### config.mk
export PLATFORM = sky130hd
export DESIGN_NAME = supply_voltage_monitor_control
export DESIGN_NICKNAME = d
export VERILOG_FILES = /design/src/svm_pkg.sv /design/src/supply_voltage_monitor_control.sv /design/src/level_filter.sv /design/src/enable_delay.sv
export SDC_FILE = /design/constraint.sdc
export NUM_CORES = 1
export LEC_CHECK = 0
export BUFFER_PORTS_ARGS = -buffer_cell sky130_fd_sc_hd__buf_2
export CAP_MARGIN = 20
export CORE_MARGIN = 1
export CORE_UTILIZATION = 40
export CTS_CLUSTER_DIAMETER = 80
export CTS_CLUSTER_SIZE = 30
export DETAILED_ROUTE_END_ITERATION = 8
export PLACE_DENSITY = 0.65
export SYNTH_ARGS = -nofsm -noshare
export SYNTH_HDL_FRONTEND = slang
export SYNTH_HIERARCHICAL = 1
export SYNTH_SLANG_ARGS = --single-unit
### constraint.sdc
create_clock -name pclk -period 2 [get_ports pclk]
set_clock_uncertainty 0.05 [all_clocks]
set_input_delay 0.2 -clock pclk [delete_from_list [all_inputs] [get_ports pclk]]
set_output_delay 0.2 -clock pclk [all_outputs]
set_load 0.01 [all_outputs]
### src/svm_pkg.sv
// Constants, register map and types of the supply voltage monitor control block.
// Contract
// - A detector enabled from zero waits the start-up delay before results count.
// - Level-two compare status reads one while detector two is disabled.
// - Level-two compare status follows the supply against level two while detector two runs.
// - Voltage detect register one survives all internal resets.
// - Monitor zero control survives all internal resets.
// - Monitor zero enable acts only while detector zero is enabled.
// - Monitor zero trigger timing acts only with its filter disabled.
// - Level-one flag and status operate only while detector one is enabled.
// - Level-one crossing flag is sticky; writing zero clears, one is ignored.
// - Level-one mode select acts only while monitor one is enabled.
// - Level-one flag and status survive all internal resets.
// - Monitor two enable acts only while detector two is enabled.
// - Level-two mode select acts only while monitor two is enabled.
// - Level-two trigger timing acts only with its filter disabled.
// - Level-two crossing and compare flags survive all internal resets.
// - Filter on: request both directions; filter off: only the selected one.
// - Filters sample slow clock divided by 1, 2, 4 or 8, accept after 4.
// - Level-two reset holds while low, releases after a fixed delay.
// - Level-one reset holds while low, releases as soon as supply recovers.
package svm_pkg;
   // -------------------------------------------------------------
   // Register offsets.
   // -------------------------------------------------------------
   localparam logic [7:0] OFS_PROT = 8'h00;
   localparam logic [7:0] OFS_VD1 = 8'h04;
   localparam logic [7:0] OFS_VD2 = 8'h08;
   localparam logic [7:0] OFS_MON0 = 8'h0c;
   localparam logic [7:0] OFS_MON1 = 8'h10;
   localparam logic [7:0] OFS_MON2 = 8'h14;
   // -------------------------------------------------------------
   // Field positions.
   // -------------------------------------------------------------
   localparam int PROT_UNLOCK = 3;
   localparam int VD1_L2STAT = 3;
   localparam int VD2_LOWPWR = 3;
   localparam int VD2_DET0 = 5;
   localparam int MC_EN = 0;
   localparam int MC_FDIS = 1;
   localparam int MC_CROSS = 2;
   localparam int MC_CMP = 3;
   localparam int MC_DIV = 4;
   localparam int MC_MODE = 6;
   localparam int MC_TRIG = 7;
   // -------------------------------------------------------------
   // Reset values.
   // -------------------------------------------------------------
   localparam logic [7:0] PROT_RST = 8'h00;
   localparam logic [7:0] VD2_RST = 8'h00;
   localparam logic [7:0] MCTL_RST = 8'h00;
   // -------------------------------------------------------------
   // Timing.
   // -------------------------------------------------------------
   localparam int CLK_HZ = 20_000_000;
   localparam int OSC_HZ = 125_000;
   localparam int OSC_DIV = CLK_HZ / OSC_HZ;
   localparam int FILT_LEN = 4;
   localparam int T_EA_US = 100;
   localparam int EA_CYC = (T_EA_US * (CLK_HZ / 1_000_000));
   localparam int T_REL_US = 200;
   localparam int REL_CYC = (T_REL_US * (CLK_HZ / 1_000_000));
   localparam int CNT_W = 12;
   // Level-two reset sequencer states.
   typedef enum logic [1:0] {
      R2_IDLE = 2'b00,
      R2_HOLD = 2'b01,
      R2_WAIT = 2'b11
   } rst2_state_t;
endpackage

### src/supply_voltage_monitor_control.sv
// Supply voltage monitor control: registers, filters, flags and reset requests.
//
// Chosen here: the APB register port and the register offsets.
`timescale 1ns/1ps
`default_nettype none
module supply_voltage_monitor_control #(
   parameter int EA_CYC = svm_pkg::EA_CYC,
   parameter int REL_CYC = svm_pkg::REL_CYC,
   parameter int OSC_DIV = svm_pkg::OSC_DIV
) (
   // Clock and power-on reset.
   input wire logic pclk,
   input wire logic presetn,
   // APB slave.
   input wire logic [7:0] paddr,
   input wire logic psel,
   input wire logic penable,
   input wire logic pwrite,
   input wire logic [31:0] pwdata,
   output logic [31:0] prdata,
   output logic pready,
   output logic pslverr,
   // Internal reset of the chip (software, watchdog, monitor), synchronous.
   input wire logic sys_reset,
   // Comparator outputs, high while supply at or above the level.
   input wire logic [2:0] cmp_above,
   // Interrupt requests, one-cycle pulses.
   output logic mon1_irq,
   output logic mon2_irq,
   // Reset requests, levels.
   output logic mon0_reset,
   output logic mon1_reset,
   output logic mon2_reset,
   // Low power detection select.
   output logic low_power_select
);
   // -------------------------------------------------------------
   // Declarations.
   // -------------------------------------------------------------
   localparam int CNT_W_L = svm_pkg::CNT_W;
   logic [7:0] prot_r;
   logic [7:0] vd2_r;
   logic [7:0] mctl_r [3];
   logic [2:0] sync1_r;
   logic [2:0] sync2_r;
   logic [7:0] osc_cnt_r;
   logic osc_tick_r;
   logic [2:0] div_cnt_r [3];
   logic [2:0] samp_en;
   logic [2:0] filt_out;
   logic [2:0] active;
   logic [2:0] lvl;
   logic [2:0] lvl_q_r;
   logic [2:0] evt;
   logic [2:0] men;
   logic [2:1] cross_r;
   logic [2:1] cmpst_r;
   logic [CNT_W_L-1:0] rel_cnt_r;
   svm_pkg::rst2_state_t st_r;
   svm_pkg::rst2_state_t st_nxt;
   logic setup;
   logic wr;
   logic wr_ok;

   // -------------------------------------------------------------
   // Functions.
   // -------------------------------------------------------------
   // True when the address names a register.
   function automatic logic is_mapped(input logic [7:0] a);
      is_mapped = (a == svm_pkg::OFS_PROT) || (a == svm_pkg::OFS_VD1) ||
                  (a == svm_pkg::OFS_VD2) || (a == svm_pkg::OFS_MON0) ||
                  (a == svm_pkg::OFS_MON1) || (a == svm_pkg::OFS_MON2);
   endfunction

   // True on the last slow-clock tick of a divide-by-1, 2, 4 or 8 period.
   function automatic logic div_hit(input logic [2:0] c, input logic [1:0] s);
      logic [2:0] m;
      m = 3'h0;
      unique case (s)
         2'h0: m = 3'h0;
         2'h1: m = 3'h1;
         2'h2: m = 3'h3;
         2'h3: m = 3'h7;
      endcase
      div_hit = ((c & m) == m);
   endfunction

   // -------------------------------------------------------------
   // Bus strobes.
   // -------------------------------------------------------------
   // Setup cycle, write taken at the completing access edge, and unlock gate.
   assign setup = psel && !penable;
   assign wr = psel && penable && pready && pwrite;
   assign wr_ok = wr && prot_r[svm_pkg::PROT_UNLOCK];

   // -------------------------------------------------------------
   // Comparator synchronisers and slow clock.
   // -------------------------------------------------------------
   // Two flip-flops per comparator before anything reads it.
   always_ff @(posedge pclk or negedge presetn) begin
      if (!presetn) begin
         sync1_r <= 3'h7;
         sync2_r <= 3'h7;
      end else begin
         sync1_r <= cmp_above;
         sync2_r <= sync1_r;
      end
   end

   // Slow on-chip oscillator modelled as a one-cycle enable.
   always_ff @(posedge pclk or negedge presetn) begin
      if (!presetn) begin
         osc_cnt_r <= 8'h00;
         osc_tick_r <= 1'b0;
      end else if (osc_cnt_r == 8'(OSC_DIV - 1)) begin
         osc_cnt_r <= 8'h00;
         osc_tick_r <= 1'b1;
      end else begin
         osc_cnt_r <= osc_cnt_r + 8'h01;
         osc_tick_r <= 1'b0;
      end
   end

   // -------------------------------------------------------------
   // Per-detector filter path.
   // -------------------------------------------------------------
   for (genvar i = 0; i < 3; i++) begin : g_det
      // Divide the slow clock by the selected n.
      always_ff @(posedge pclk or negedge presetn) begin
         if (!presetn) begin
            div_cnt_r[i] <= 3'h0;
         end else if (osc_tick_r) begin
            div_cnt_r[i] <= div_cnt_r[i] + 3'h1;
         end
      end

      // Sampling enable and chosen level.
      assign samp_en[i] = osc_tick_r &&
         div_hit(div_cnt_r[i], mctl_r[i][svm_pkg::MC_DIV +: 2]);
      assign lvl[i] = mctl_r[i][svm_pkg::MC_FDIS] ? sync2_r[i] : filt_out[i];

      level_filter #(
         .LEN(svm_pkg::FILT_LEN)
      ) u_filt (
         .pclk(pclk),
         .presetn(presetn),
         .sample_en(samp_en[i]),
         .din(sync2_r[i]),
         .dout(filt_out[i])
      );

      enable_delay #(
         .CYC(EA_CYC),
         .W(CNT_W_L)
      ) u_start (
         .pclk(pclk),
         .presetn(presetn),
         .en(vd2_r[svm_pkg::VD2_DET0 + i]),
         .active(active[i])
      );

      // Crossing events; filter off narrows them to one direction.
      assign evt[i] = active[i] && (lvl[i] != lvl_q_r[i]) &&
         (!mctl_r[i][svm_pkg::MC_FDIS] ||
          (mctl_r[i][svm_pkg::MC_TRIG] ? !lvl[i] : lvl[i]));

      // Monitor enable only counts while its detector runs.
      assign men[i] = mctl_r[i][svm_pkg::MC_EN] && active[i];

      // Previous level for edge detection, parked high while inactive.
      always_ff @(posedge pclk or negedge presetn) begin
         if (!presetn) begin
            lvl_q_r[i] <= 1'b1;
         end else if (!active[i]) begin
            lvl_q_r[i] <= 1'b1;
         end else begin
            lvl_q_r[i] <= lvl[i];
         end
      end
   end

   // -------------------------------------------------------------
   // Registers.
   // -------------------------------------------------------------
   // Protect register; cleared by any internal reset.
   always_ff @(posedge pclk or negedge presetn) begin
      if (!presetn) begin
         prot_r <= svm_pkg::PROT_RST;
      end else if (sys_reset) begin
         prot_r <= svm_pkg::PROT_RST;
      end else if (wr && paddr == svm_pkg::OFS_PROT) begin
         prot_r <= pwdata[7:0];
      end
   end

   // Detector enables; kept through internal resets.
   always_ff @(posedge pclk or negedge presetn) begin
      if (!presetn) begin
         vd2_r <= svm_pkg::VD2_RST;
      end else if (wr_ok && paddr == svm_pkg::OFS_VD2) begin
         vd2_r <= pwdata[7:0];
      end
   end

   // Monitor controls; zero kept, one and two cleared by internal reset.
   always_ff @(posedge pclk or negedge presetn) begin
      if (!presetn) begin
         for (int k = 0; k < 3; k++) begin
            mctl_r[k] <= svm_pkg::MCTL_RST;
         end
      end else if (sys_reset) begin
         mctl_r[1] <= svm_pkg::MCTL_RST;
         mctl_r[2] <= svm_pkg::MCTL_RST;
      end else if (wr_ok) begin
         for (int k = 0; k < 3; k++) begin
            if (paddr == svm_pkg::OFS_MON0 + 8'(4 * k)) begin
               mctl_r[k] <= pwdata[7:0] & 8'hf3;
            end
         end
      end
   end

   // Sticky crossing flags and compare flags; no internal reset clears them.
   for (genvar j = 1; j < 3; j++) begin : g_flag
      always_ff @(posedge pclk or negedge presetn) begin
         if (!presetn) begin
            cross_r[j] <= 1'b0;
         end else if (evt[j]) begin
            cross_r[j] <= 1'b1;
         end else if (wr_ok && paddr == svm_pkg::OFS_MON0 + 8'(4 * j) &&
                      !pwdata[svm_pkg::MC_CROSS]) begin
            cross_r[j] <= 1'b0;
         end
      end

      always_ff @(posedge pclk or negedge presetn) begin
         if (!presetn) begin
            cmpst_r[j] <= 1'b1;
         end else if (active[j]) begin
            cmpst_r[j] <= lvl[j];
         end
      end
   end

   // -------------------------------------------------------------
   // APB answer.
   // -------------------------------------------------------------
   // Zero-wait answer: data and ready are registered in the setup cycle.
   always_ff @(posedge pclk or negedge presetn) begin
      if (!presetn) begin
         pready <= 1'b0;
         pslverr <= 1'b0;
      end else begin
         pready <= setup;
         pslverr <= setup && !is_mapped(paddr);
      end
   end

   // Read data mux.
   always_ff @(posedge pclk or negedge presetn) begin
      if (!presetn) begin
         prdata <= 32'h0000_0000;
      end else if (setup && !pwrite) begin
         prdata <= 32'h0000_0000;
         unique case (paddr)
            svm_pkg::OFS_PROT: prdata[7:0] <= prot_r;
            svm_pkg::OFS_VD1:
               prdata[svm_pkg::VD1_L2STAT] <= active[2] ? lvl[2] : 1'b1;
            svm_pkg::OFS_VD2: prdata[7:0] <= vd2_r;
            svm_pkg::OFS_MON0: prdata[7:0] <= mctl_r[0];
            svm_pkg::OFS_MON1: prdata[7:0] <= mctl_r[1] |
               {4'h0, cmpst_r[1], cross_r[1], 2'h0};
            svm_pkg::OFS_MON2: prdata[7:0] <= mctl_r[2] |
               {4'h0, cmpst_r[2], cross_r[2], 2'h0};
            default: prdata <= 32'h0000_0000;
         endcase
      end
   end

   // -------------------------------------------------------------
   // Interrupt and reset requests.
   // -------------------------------------------------------------
   // Interrupt pulses in interrupt mode; mode bit only counts when enabled.
   always_ff @(posedge pclk or negedge presetn) begin
      if (!presetn) begin
         mon1_irq <= 1'b0;
         mon2_irq <= 1'b0;
      end else begin
         mon1_irq <= men[1] && !mctl_r[1][svm_pkg::MC_MODE] && evt[1];
         mon2_irq <= men[2] && !mctl_r[2][svm_pkg::MC_MODE] && evt[2];
      end
   end

   // Level resets for monitors zero and one follow the supply directly.
   always_ff @(posedge pclk or negedge presetn) begin
      if (!presetn) begin
         mon0_reset <= 1'b0;
         mon1_reset <= 1'b0;
      end else begin
         mon0_reset <= men[0] && mctl_r[0][svm_pkg::MC_MODE] && !lvl[0];
         mon1_reset <= men[1] && mctl_r[1][svm_pkg::MC_MODE] && !lvl[1];
      end
   end

   // Level-two reset sequencer next state.
   always_comb begin
      st_nxt = st_r;
      unique case (st_r)
         svm_pkg::R2_IDLE:
            if (men[2] && mctl_r[2][svm_pkg::MC_MODE] && !lvl[2]) begin
               st_nxt = svm_pkg::R2_HOLD;
            end
         svm_pkg::R2_HOLD:
            if (lvl[2]) begin
               st_nxt = svm_pkg::R2_WAIT;
            end
         svm_pkg::R2_WAIT:
            if (!lvl[2]) begin
               st_nxt = svm_pkg::R2_HOLD;
            end else if (rel_cnt_r == CNT_W_L'(REL_CYC - 1)) begin
               st_nxt = svm_pkg::R2_IDLE;
            end
         default: st_nxt = svm_pkg::R2_IDLE;
      endcase
   end

   // Level-two sequencer state and its own reset output.
   always_ff @(posedge pclk or negedge presetn) begin
      if (!presetn) begin
         st_r <= svm_pkg::R2_IDLE;
         mon2_reset <= 1'b0;
      end else begin
         st_r <= st_nxt;
         mon2_reset <= (st_nxt != svm_pkg::R2_IDLE);
      end
   end

   // Release delay counter, running only while waiting.
   always_ff @(posedge pclk or negedge presetn) begin
      if (!presetn) begin
         rel_cnt_r <= '0;
      end else if (st_r != svm_pkg::R2_WAIT) begin
         rel_cnt_r <= '0;
      end else begin
         rel_cnt_r <= rel_cnt_r + CNT_W_L'(1);
      end
   end

   // Low power select is a registered copy of its register bit, one cycle behind it.
   always_ff @(posedge pclk or negedge presetn) begin
      if (!presetn) begin
         low_power_select <= 1'b0;
      end else begin
         low_power_select <= vd2_r[svm_pkg::VD2_LOWPWR];
      end
   end
endmodule // supply_voltage_monitor_control
`default_nettype wire

### src/level_filter.sv
// Digital noise filter that accepts a level after a run of equal samples.
`timescale 1ns/1ps
`default_nettype none
module level_filter #(
   parameter int LEN = 4
) (
   // Clock and reset.
   input wire logic pclk,
   input wire logic presetn,
   // Samples.
   input wire logic sample_en,
   input wire logic din,
   // Accepted level.
   output logic dout
);
   logic [LEN-1:0] hist_r;
   logic [LEN-1:0] win;

   // Window of the newest samples, including the one arriving now.
   assign win = {hist_r[LEN-2:0], din};

   // Shift in one sample per sampling period.
   always_ff @(posedge pclk or negedge presetn) begin
      if (!presetn) begin
         hist_r <= '1;
      end else if (sample_en) begin
         hist_r <= win;
      end
   end

   // Change the output only once all samples in the window agree.
   always_ff @(posedge pclk or negedge presetn) begin
      if (!presetn) begin
         dout <= 1'b1;
      end else if (sample_en && (&win)) begin
         dout <= 1'b1;
      end else if (sample_en && !(|win)) begin
         dout <= 1'b0;
      end
   end
endmodule // level_filter
`default_nettype wire

### src/enable_delay.sv
// Start-up wait that marks a detector active a fixed time after its enable rises.
`timescale 1ns/1ps
`default_nettype none
module enable_delay #(
   parameter int CYC = 2000,
   parameter int W = 12
) (
   // Clock and reset.
   input wire logic pclk,
   input wire logic presetn,
   // Enable and result.
   input wire logic en,
   output logic active
);
   logic [W-1:0] cnt_r;

   // Count from the rising enable; dropping the enable restarts the wait.
   always_ff @(posedge pclk or negedge presetn) begin
      if (!presetn) begin
         cnt_r <= '0;
         active <= 1'b0;
      end else if (!en) begin
         cnt_r <= '0;
         active <= 1'b0;
      end else if (cnt_r == W'(CYC - 1)) begin
         active <= 1'b1;
      end else begin
         cnt_r <= cnt_r + W'(1);
      end
   end
endmodule // enable_delay
`default_nettype wire

==> results of run 1 <==
layer usage:
layer / share of wire [%] / vias up / wire length [um]
li1: - / 2314 / -
met1: 46 / 2448 / 6625
met2: 48 / 104 / 6867
met3: 4.1 / 20 / 581
met4: 1.7 / 0 / 244
met5: 0 / - / 0
synth_stat cells (3+ instances only):
library cell               number  area (um2)
sky130_fd_sc_hd__nor4_1         3       18.77
sky130_fd_sc_hd__or3_1         17       106.4
sky130_fd_sc_hd__a21oi_1       27       135.1
sky130_fd_sc_hd__nor3b_1        3       22.52
sky130_fd_sc_hd__mux2i_1       43       430.4
sky130_fd_sc_hd__o21ai_0       34       170.2
sky130_fd_sc_hd__ha_1           8       100.1
sky130_fd_sc_hd__or3b_2         3       26.28
sky130_fd_sc_hd__buf_2          4       20.02
sky130_fd_sc_hd__nand3_1       14       70.07
sky130_fd_sc_hd__inv_1         12       45.04
sky130_fd_sc_hd__and4b_1        3       30.03
sky130_fd_sc_hd__o31ai_1        7       52.55
sky130_fd_sc_hd__a22o_1         8       70.07
sky130_fd_sc_hd__or4b_4         3       41.29
sky130_fd_sc_hd__clkbuf_1       5       18.77
sky130_fd_sc_hd__mux2_2        27       304.0
sky130_fd_sc_hd__o211ai_1       3       22.52
sky130_fd_sc_hd__and3_1         6       37.54
sky130_fd_sc_hd__or4b_1         3       30.03
sky130_fd_sc_hd__xnor2_1        9       78.83
sky130_fd_sc_hd__nor2b_1        3       18.77
sky130_fd_sc_hd__nand4_1       18       112.6
sky130_fd_sc_hd__o21a_1        11       82.58
sky130_fd_sc_hd__xor2_1        12       105.1
sky130_fd_sc_hd__a31oi_1        9       56.30
sky130_fd_sc_hd__nand2b_1       7       43.79
sky130_fd_sc_hd__and4_1         3       26.28
sky130_fd_sc_hd__nor2_1        43       161.4
sky130_fd_sc_hd__o22ai_1        6       37.54
sky130_fd_sc_hd__or4_1          6       45.04
sky130_fd_sc_hd__o31a_1         3       26.28
sky130_fd_sc_hd__a41o_2         3       33.78
sky130_fd_sc_hd__nor4b_1        4       35.03
sky130_fd_sc_hd__nand4_2        3       37.54
sky130_fd_sc_hd__dfrtp_1      123        3078
sky130_fd_sc_hd__buf_4         25       187.7
sky130_fd_sc_hd__a21o_1         5       37.54
sky130_fd_sc_hd__nand2_1       38       142.6
sky130_fd_sc_hd__dfstp_2       22       578.1
sky130_fd_sc_hd__nor3_2         3       30.03
worst reg2reg max path: stages (launching register included):
cell and delay, ns:
sky130_fd_sc_hd__dfrtp_1 0.40, sky130_fd_sc_hd__ha_1 0.26, sky130_fd_sc_hd__nand2_1 0.09, sky130_fd_sc_hd__nor4b_1 0.65
sky130_fd_sc_hd__nor2_1 0.15
per-stage QoR:
| step | setup WS (ns) | total power [uW] | std cells |
|---|---|---|---|
| after floorplan | 0.1614 | 3108 | 629 |
| after global placement | 0.2435 | 3200 | 865 |
| after detailed placement | 0.1485 | 3205 | 865 |
| after CTS | 0.2193 | 6132 | 903 |
| after global routing | 0.1006 | 6272 | 903 |
| final | 0.2062 | 6069 | 904 |
path summary, 6_finish.rpt:
path	depth (start not counted)	end
min in group asynchronous	2	osc_cnt_r[3]$_DFF_PN0_
max in group asynchronous	3	cmpst_r[1]$_DFFE_PN1P_
hold / removal	2	vd2_r[2]$_DFFE_PN0P_
hold reg to reg	0	sync2_r[2]$_DFF_PN1_
setup reg to reg	4	osc_cnt_r[5]$_DFF_PN0_
setup / recovery	6	vd2_r[4]$_DFFE_PN0P_
power by group through the flow:
| stage | combinational, uW | sequential [uW] | clock, uW |
|---|---|---|---|
| after global placement | 194 | 3010 | 0 |
| after CTS | 207 | 2960 | 2970 |
| after detailed placement | 198 | 3010 | 0 |
| after floorplan | 102 | 3010 | 0 |
| final | 203 | 2960 | 2910 |
| after global routing | 228 | 2960 | 3090 |
logic make-up after synthesis:
kind of cell	after synthesis	share of synthesized area (%)
AND/OR/NAND/NOR	194	16.71
flip-flops	145	53.30
AO/OA/AOI/OAI	120	11.07
multiplexers	70	10.71
buffers and inverters	47	4.013
XOR/XNOR	21	2.682
adder cells (fa/ha/maj)	8	1.459
other	1	0.05467
registers in the layout, indices dropped and copies added (netlist names), 3 cells and up:
| name | flops |
|---|---|
| sync2_r | 3 |
| g_det.u_start/active | 3 |
| rel_cnt_r | 12 |
| sync1_r | 3 |
| prot_r | 8 |
| g_det.u_filt/hist_r | 9 |
| mctl_r | 18 |
| osc_cnt_r | 8 |
| g_det.u_filt/dout | 3 |
| div_cnt_r | 9 |
| prdata | 8 |
| g_det.u_start/cnt_r | 36 |
| vd2_r | 8 |
layout make-up:
type,instances,area share [%]
Antenna cell,1,0.03165
Clock buffer,27,6.487
Clock inverter,5,0.3481
Inverter,12,0.5696
Multi-Input combinational cell,437,38.12
Sequential cell,145,46.23
Tap cell,220,3.481
Timing Repair Buffer,57,4.731
==> impl_metrics.toml, run 1 <==
[drt]
detail_route.wl_per_cell_um = 15.84
postRouteAntennaNets = 0
detail_route.drc_violations = 0
via_count = 4886
dr.pass1.iters = 4
avgViaCountPerCell = 5.405
dr.first_iter.drc_count = 276
postRouteWirelength_um = 14320

[min_path]
min_path_type = "in -> reg"
min_from = "pwdata[2]"

[yosys]
synth.yosys.warnings = 6
seq_area_frac_synth_pct = 53.30
synth-edff-count = 0
ys_seq_elements = 145
async_reset_ff_share_pct = 100.0
postSynth.topFlopCell = "sky130_fd_sc_hd__dfrtp_1"
synthDistinctLibCells = 55
synthesis.area_um2 = 6859
postSynthCellCount = 606
synth_area_per_cell_um2 = 11.32

[clock_tree]
cts_setup_buffers = 0
cts_num_sinks = 145
clock_latency_of_the_later_clocked_register_in_the_worst_skew_pair_ns = 0.42
clkTransAtPathRegs_ns = 0.05
cts.root.buffer_cell = "sky130_fd_sc_hd__clkbuf_16"
cts_inserted_buffers = 17
post_cts.resized_instances = 0
cts_hold_repair.buffers = 6
tritoncts = "done"
cts_buffer_depth = 2
h_tree_depth_reported_by_cts = 4

[power]
clock_power_share_pct = 47.9
net-switching-power_uw = 1318
p_int_uw = 4750
power-per-cell-area_nw_per_um2 = 767.4
p_leak_uw = 0.003640
power_switching_share_pct = 21.72
ir_worst_vdd_mv = 0.6632
pwr-share-comb_pct = 3.3
sequential_share_of_power_pct = 48.7

[placement]
dp_hpwl_um = 9963
place_area_um2 = 7305
place_congestion = 0.7951
buffer_ports.inserted = 40

[cells_and_area]
layout.nets = 727
post_route_cells_drive_above_1_share_pct = 21.52
final_core_util_pct = 47.52
area_taken_by_flip_flops_and_latches_um2 = 3656
multi_input_comb_area_um2 = 3014
most-common-layout-cells = "sky130_fd_sc_hd__dfrtp_1, sky130_fd_sc_hd__nor2_1, sky130_fd_sc_hd__mux2i_1"
final_common_cell = "sky130_fd_sc_hd__dfrtp_1"
syn2layout_area_growth_pct = 15.29
fill_cells = 1511
final_design_area_no_fill_um2 = 7908

[worst_setup_path]
worst_r2r_startpoint = "osc_cnt_r[0]$_DFF_PN0_"
worst-endpoint-arrival_ns = 2.04
path_buf_inv = 2
critical-path-slowest-cell = "sky130_fd_sc_hd__dlygate4sd3_1"
crit_path_cell_trace = "dlygate4sd3_1 -> buf_2 -> and4_1 -> and4b_1 -> nand3_2 -> mux2_2"
crit_start = "penable"
startpoint_class = "input port"
setup.worst_path.end_class = "flop"
timing.critical_path.required_ns = 2.25
critical_path.top_delay_family = "simple AND/OR/NAND/NOR gates"
crit_path_max_fanout = 8
reg2reg_setup_slack_ns = 0.24
slowest_delay_ns = 0.52
path_class = "in -> reg"

[sta]
worst-slew-pin-transition_ns = 0.7218
timing.final.setup_violations = 0
final-max-slew-violation-count = 0
relSlewSlack_pct = 51.20
max_freq_mhz = 557.5
period_share_pct = 89.69
grt_setup_unrepaired = "false"
timing.final.hold_violations = 0
fin_crit_ns = 1.794
tns_ns = 0
hold-worst-slack_ns = 0.01658

[grt]
grt_util_met3_pct = 4.368
maximum_number_of_pins_on_one_net_before_global_route_repair = 67
first_global_vias = 4868
met2_usage_pct = 28.24
grt_first_pass_wirelength_um = 24150
antenna_found_initial = 1
gr-total-overflow = 0
layer_with_the_highest_usage = "met2"
groute.usage.overall_pct = 17.48
grt.met1_usage_pct = 22.45

[floorplan]
fp.coreArea_um2 = 16640
io_pins = 89
floorplan.die.height_um = 133.0
die_area_um2 = 17680
row_count = 47
chipWidth_um = 133.0
start_util_pct = 41.21

[run]
drv.max_cap_violation_count = 0

[outcome]
status = "complete, no violations"
(Power assumes the default switching activity.)
==> inputs of run 2 (changes only) <==
--- a/config.mk
+++ b/config.mk
@@ -12,7 +12,9 @@
 export CTS_CLUSTER_DIAMETER = 80
 export CTS_CLUSTER_SIZE = 30
 export DETAILED_ROUTE_END_ITERATION = 8
+export GPL_ROUTABILITY_DRIVEN = 0
 export PLACE_DENSITY = 0.65
+export REMOVE_ABC_BUFFERS = 1
 export SYNTH_ARGS = -nofsm -noshare
 export SYNTH_HDL_FRONTEND = slang
 export SYNTH_HIERARCHICAL = 1
==> impl_metrics.toml, run 2 (synthesis gave the netlist of run 1 again) <==
[sta]
timing.final.hold_violations = 0
period_share_pct = 92.27
worst-slew-pin-transition_ns = 0.5513
max_freq_mhz = 541.9
layout_setup_ws_ns = 0.1545
final-max-slew-violation-count = 0
tns_ns = 0
relSlewSlack_pct = 63.25
fin_crit_ns = 1.845
timing.final.setup_violations = 0
grt_setup_unrepaired = "false"

[floorplan]
die_area_um2 = 17680
fp.coreArea_um2 = 16640
start_util_pct = 41.21
chipWidth_um = 133.0
floorplan.die.height_um = 133.0
row_count = 47
io_pins = 89

[outcome]
status = "complete, no violations"

[worst_setup_path]
crit_path_cell_trace = "dlygate4sd3_1 -> buf_2 -> or3b_2 -> nor3_4 -> o21ai_0 -> nand2_1"
timing.critical_path.required_ns = 2.30
critical-path-slowest-cell = "sky130_fd_sc_hd__or3b_2"
crit_path_max_fanout = 13
setup.worst_path.end_class = "flop"
path_class = "in -> reg"
r2r_cells = 4
startpoint_class = "input port"
slowest_delay_ns = 0.64
worst-endpoint-arrival_ns = 2.14

[clock_tree]
post_cts.resized_instances = 0
h_tree_depth_reported_by_cts = 4
cts_num_sinks = 145
clkTransAtPathRegs_ns = 0.06
cts.root.buffer_cell = "sky130_fd_sc_hd__clkbuf_16"
cts_buffer_depth = 2
clock_latency_of_the_later_clocked_register_in_the_worst_skew_pair_ns = 0.41
cts_setup_buffers = 0
cts_inserted_buffers = 17
cts_hold_repair.buffers = 6
tritoncts = "done"

[power]
power-per-cell-area_nw_per_um2 = 786.3
p_leak_uw = 0.003682
ir_worst_vdd_mv = 0.6019

[cells_and_area]
layout.nets = 731
antenna_cells_inserted = 0
final_core_util_pct = 47.96
most-common-layout-cells = "sky130_fd_sc_hd__dfrtp_1, sky130_fd_sc_hd__nor2_1, sky130_fd_sc_hd__mux2i_1"
fill_cells = 1505
post_route_cells_drive_above_1_share_pct = 21.87
top_register_by_number_of_flip_flops = "g_det.u_start/cnt_r"
syn2layout_area_growth_pct = 16.36
largest_register_ffs = 36
final_common_cell = "sky130_fd_sc_hd__dfrtp_1"
layout_top_registers = "g_det.u_start/cnt_r: 36 flops, mctl_r: 18 flops, rel_cnt_r: 12 flops"

[drt]
avgViaCountPerCell = 5.382
detail_route.drc_violations = 0
dr.pass1.iters = 4
detail_route.wl_per_cell_um = 15.67
dr.first_iter.drc_count = 326
via_count = 4876
postRouteWirelength_um = 14190
postRouteAntennaNets = 0

[grt]
first_global_vias = 4890
gr-total-overflow = 0
groute.usage.overall_pct = 17.28
antenna_found_initial = 0
grt_first_pass_wirelength_um = 23930
maximum_number_of_pins_on_one_net_before_global_route_repair = 55

[run]
drv.max_cap_violation_count = 0

[placement]
pre_cts_slack_ns = 0.2521
dp_hpwl_um = 9927
buffer_ports.inserted = 40

[min_path]
min_path_type = "in -> reg"
hold-path-cell-count = 2
==> run 2: cell type report <==
class	count	area, um2	area share [%]
clock inverters	5	75.07	0.9406
flip-flops and latches	145	3656	45.81
clock buffers	26	509.2	6.380
repair buffers	61	406.6	5.095
well taps	220	275.3	3.449
multi-input cells	437	3014	37.76
inverters	12	45.04	0.5644
==> run 2: worst max-delay path, delay by kind of cell <==
kind / cells / cell delay (ns)
compound gates: 1 / 0.19
buf+inv: 2 / 0.66
simple gates: 3 / 1.09
==> run 2: power breakdown <==
part | total [uW] | internal (uW) | switching, uW
Clock | 3110 | 1990 | 1120
Combinational | 208 | 61.6 | 147
Sequential | 2960 | 2950 | 6.09
==> run 2: routing by layer <==
| layer | global-route usage, % | up-vias | routed length, um | part of all wire (%) |
|---|---|---|---|---|
| met3 | 4.866 | 11 | 733 | 5.2 |
| li1 | - | 2325 | - | - |
| met2 | 27.46 | 142 | 6707 | 47 |
| met1 | 22.45 | 2398 | 6543 | 46 |
| met5 | 0 | - | 0 | 0 |
| met4 | 6.322 | 0 | 209 | 1.5 |
==> run 2: final timing paths <==
kind / from / to / slack (ns)
hold / removal: pwdata[2] / vd2_r[2]$_DFFE_PN0P_ / 0.06
min in group asynchronous: presetn / rel_cnt_r[5]$_DFF_PN0_ / 0.26
max in group asynchronous: presetn / g_det[1].u_filt/hist_r[1]$_DFFE_PN1P_ / 0.94
hold reg to reg: sync1_r[1]$_DFF_PN1_ / sync2_r[1]$_DFF_PN1_ / 0.30
setup reg to reg: g_det[2].u_start/cnt_r[0]$_DFFE_PN0P_ / g_det[2].u_start/cnt_r[0]$_DFFE_PN0P_ / 0.26
setup / recovery: penable / prdata[6]$_DFFE_PN0P_ / 0.15
==> run 2: stage by stage <==
step	hold WS [ns]	total power, uW	area (um2)	instances
floorplan	-0.1456	3055	6715	594
global placement	0.1454	3203	7327	868
detailed placement	0.1489	3207	7327	868
CTS	0.0005275	6362	7971	905
global route	0.04056	6531	7981	906
finish	0.05848	6276	7981	906
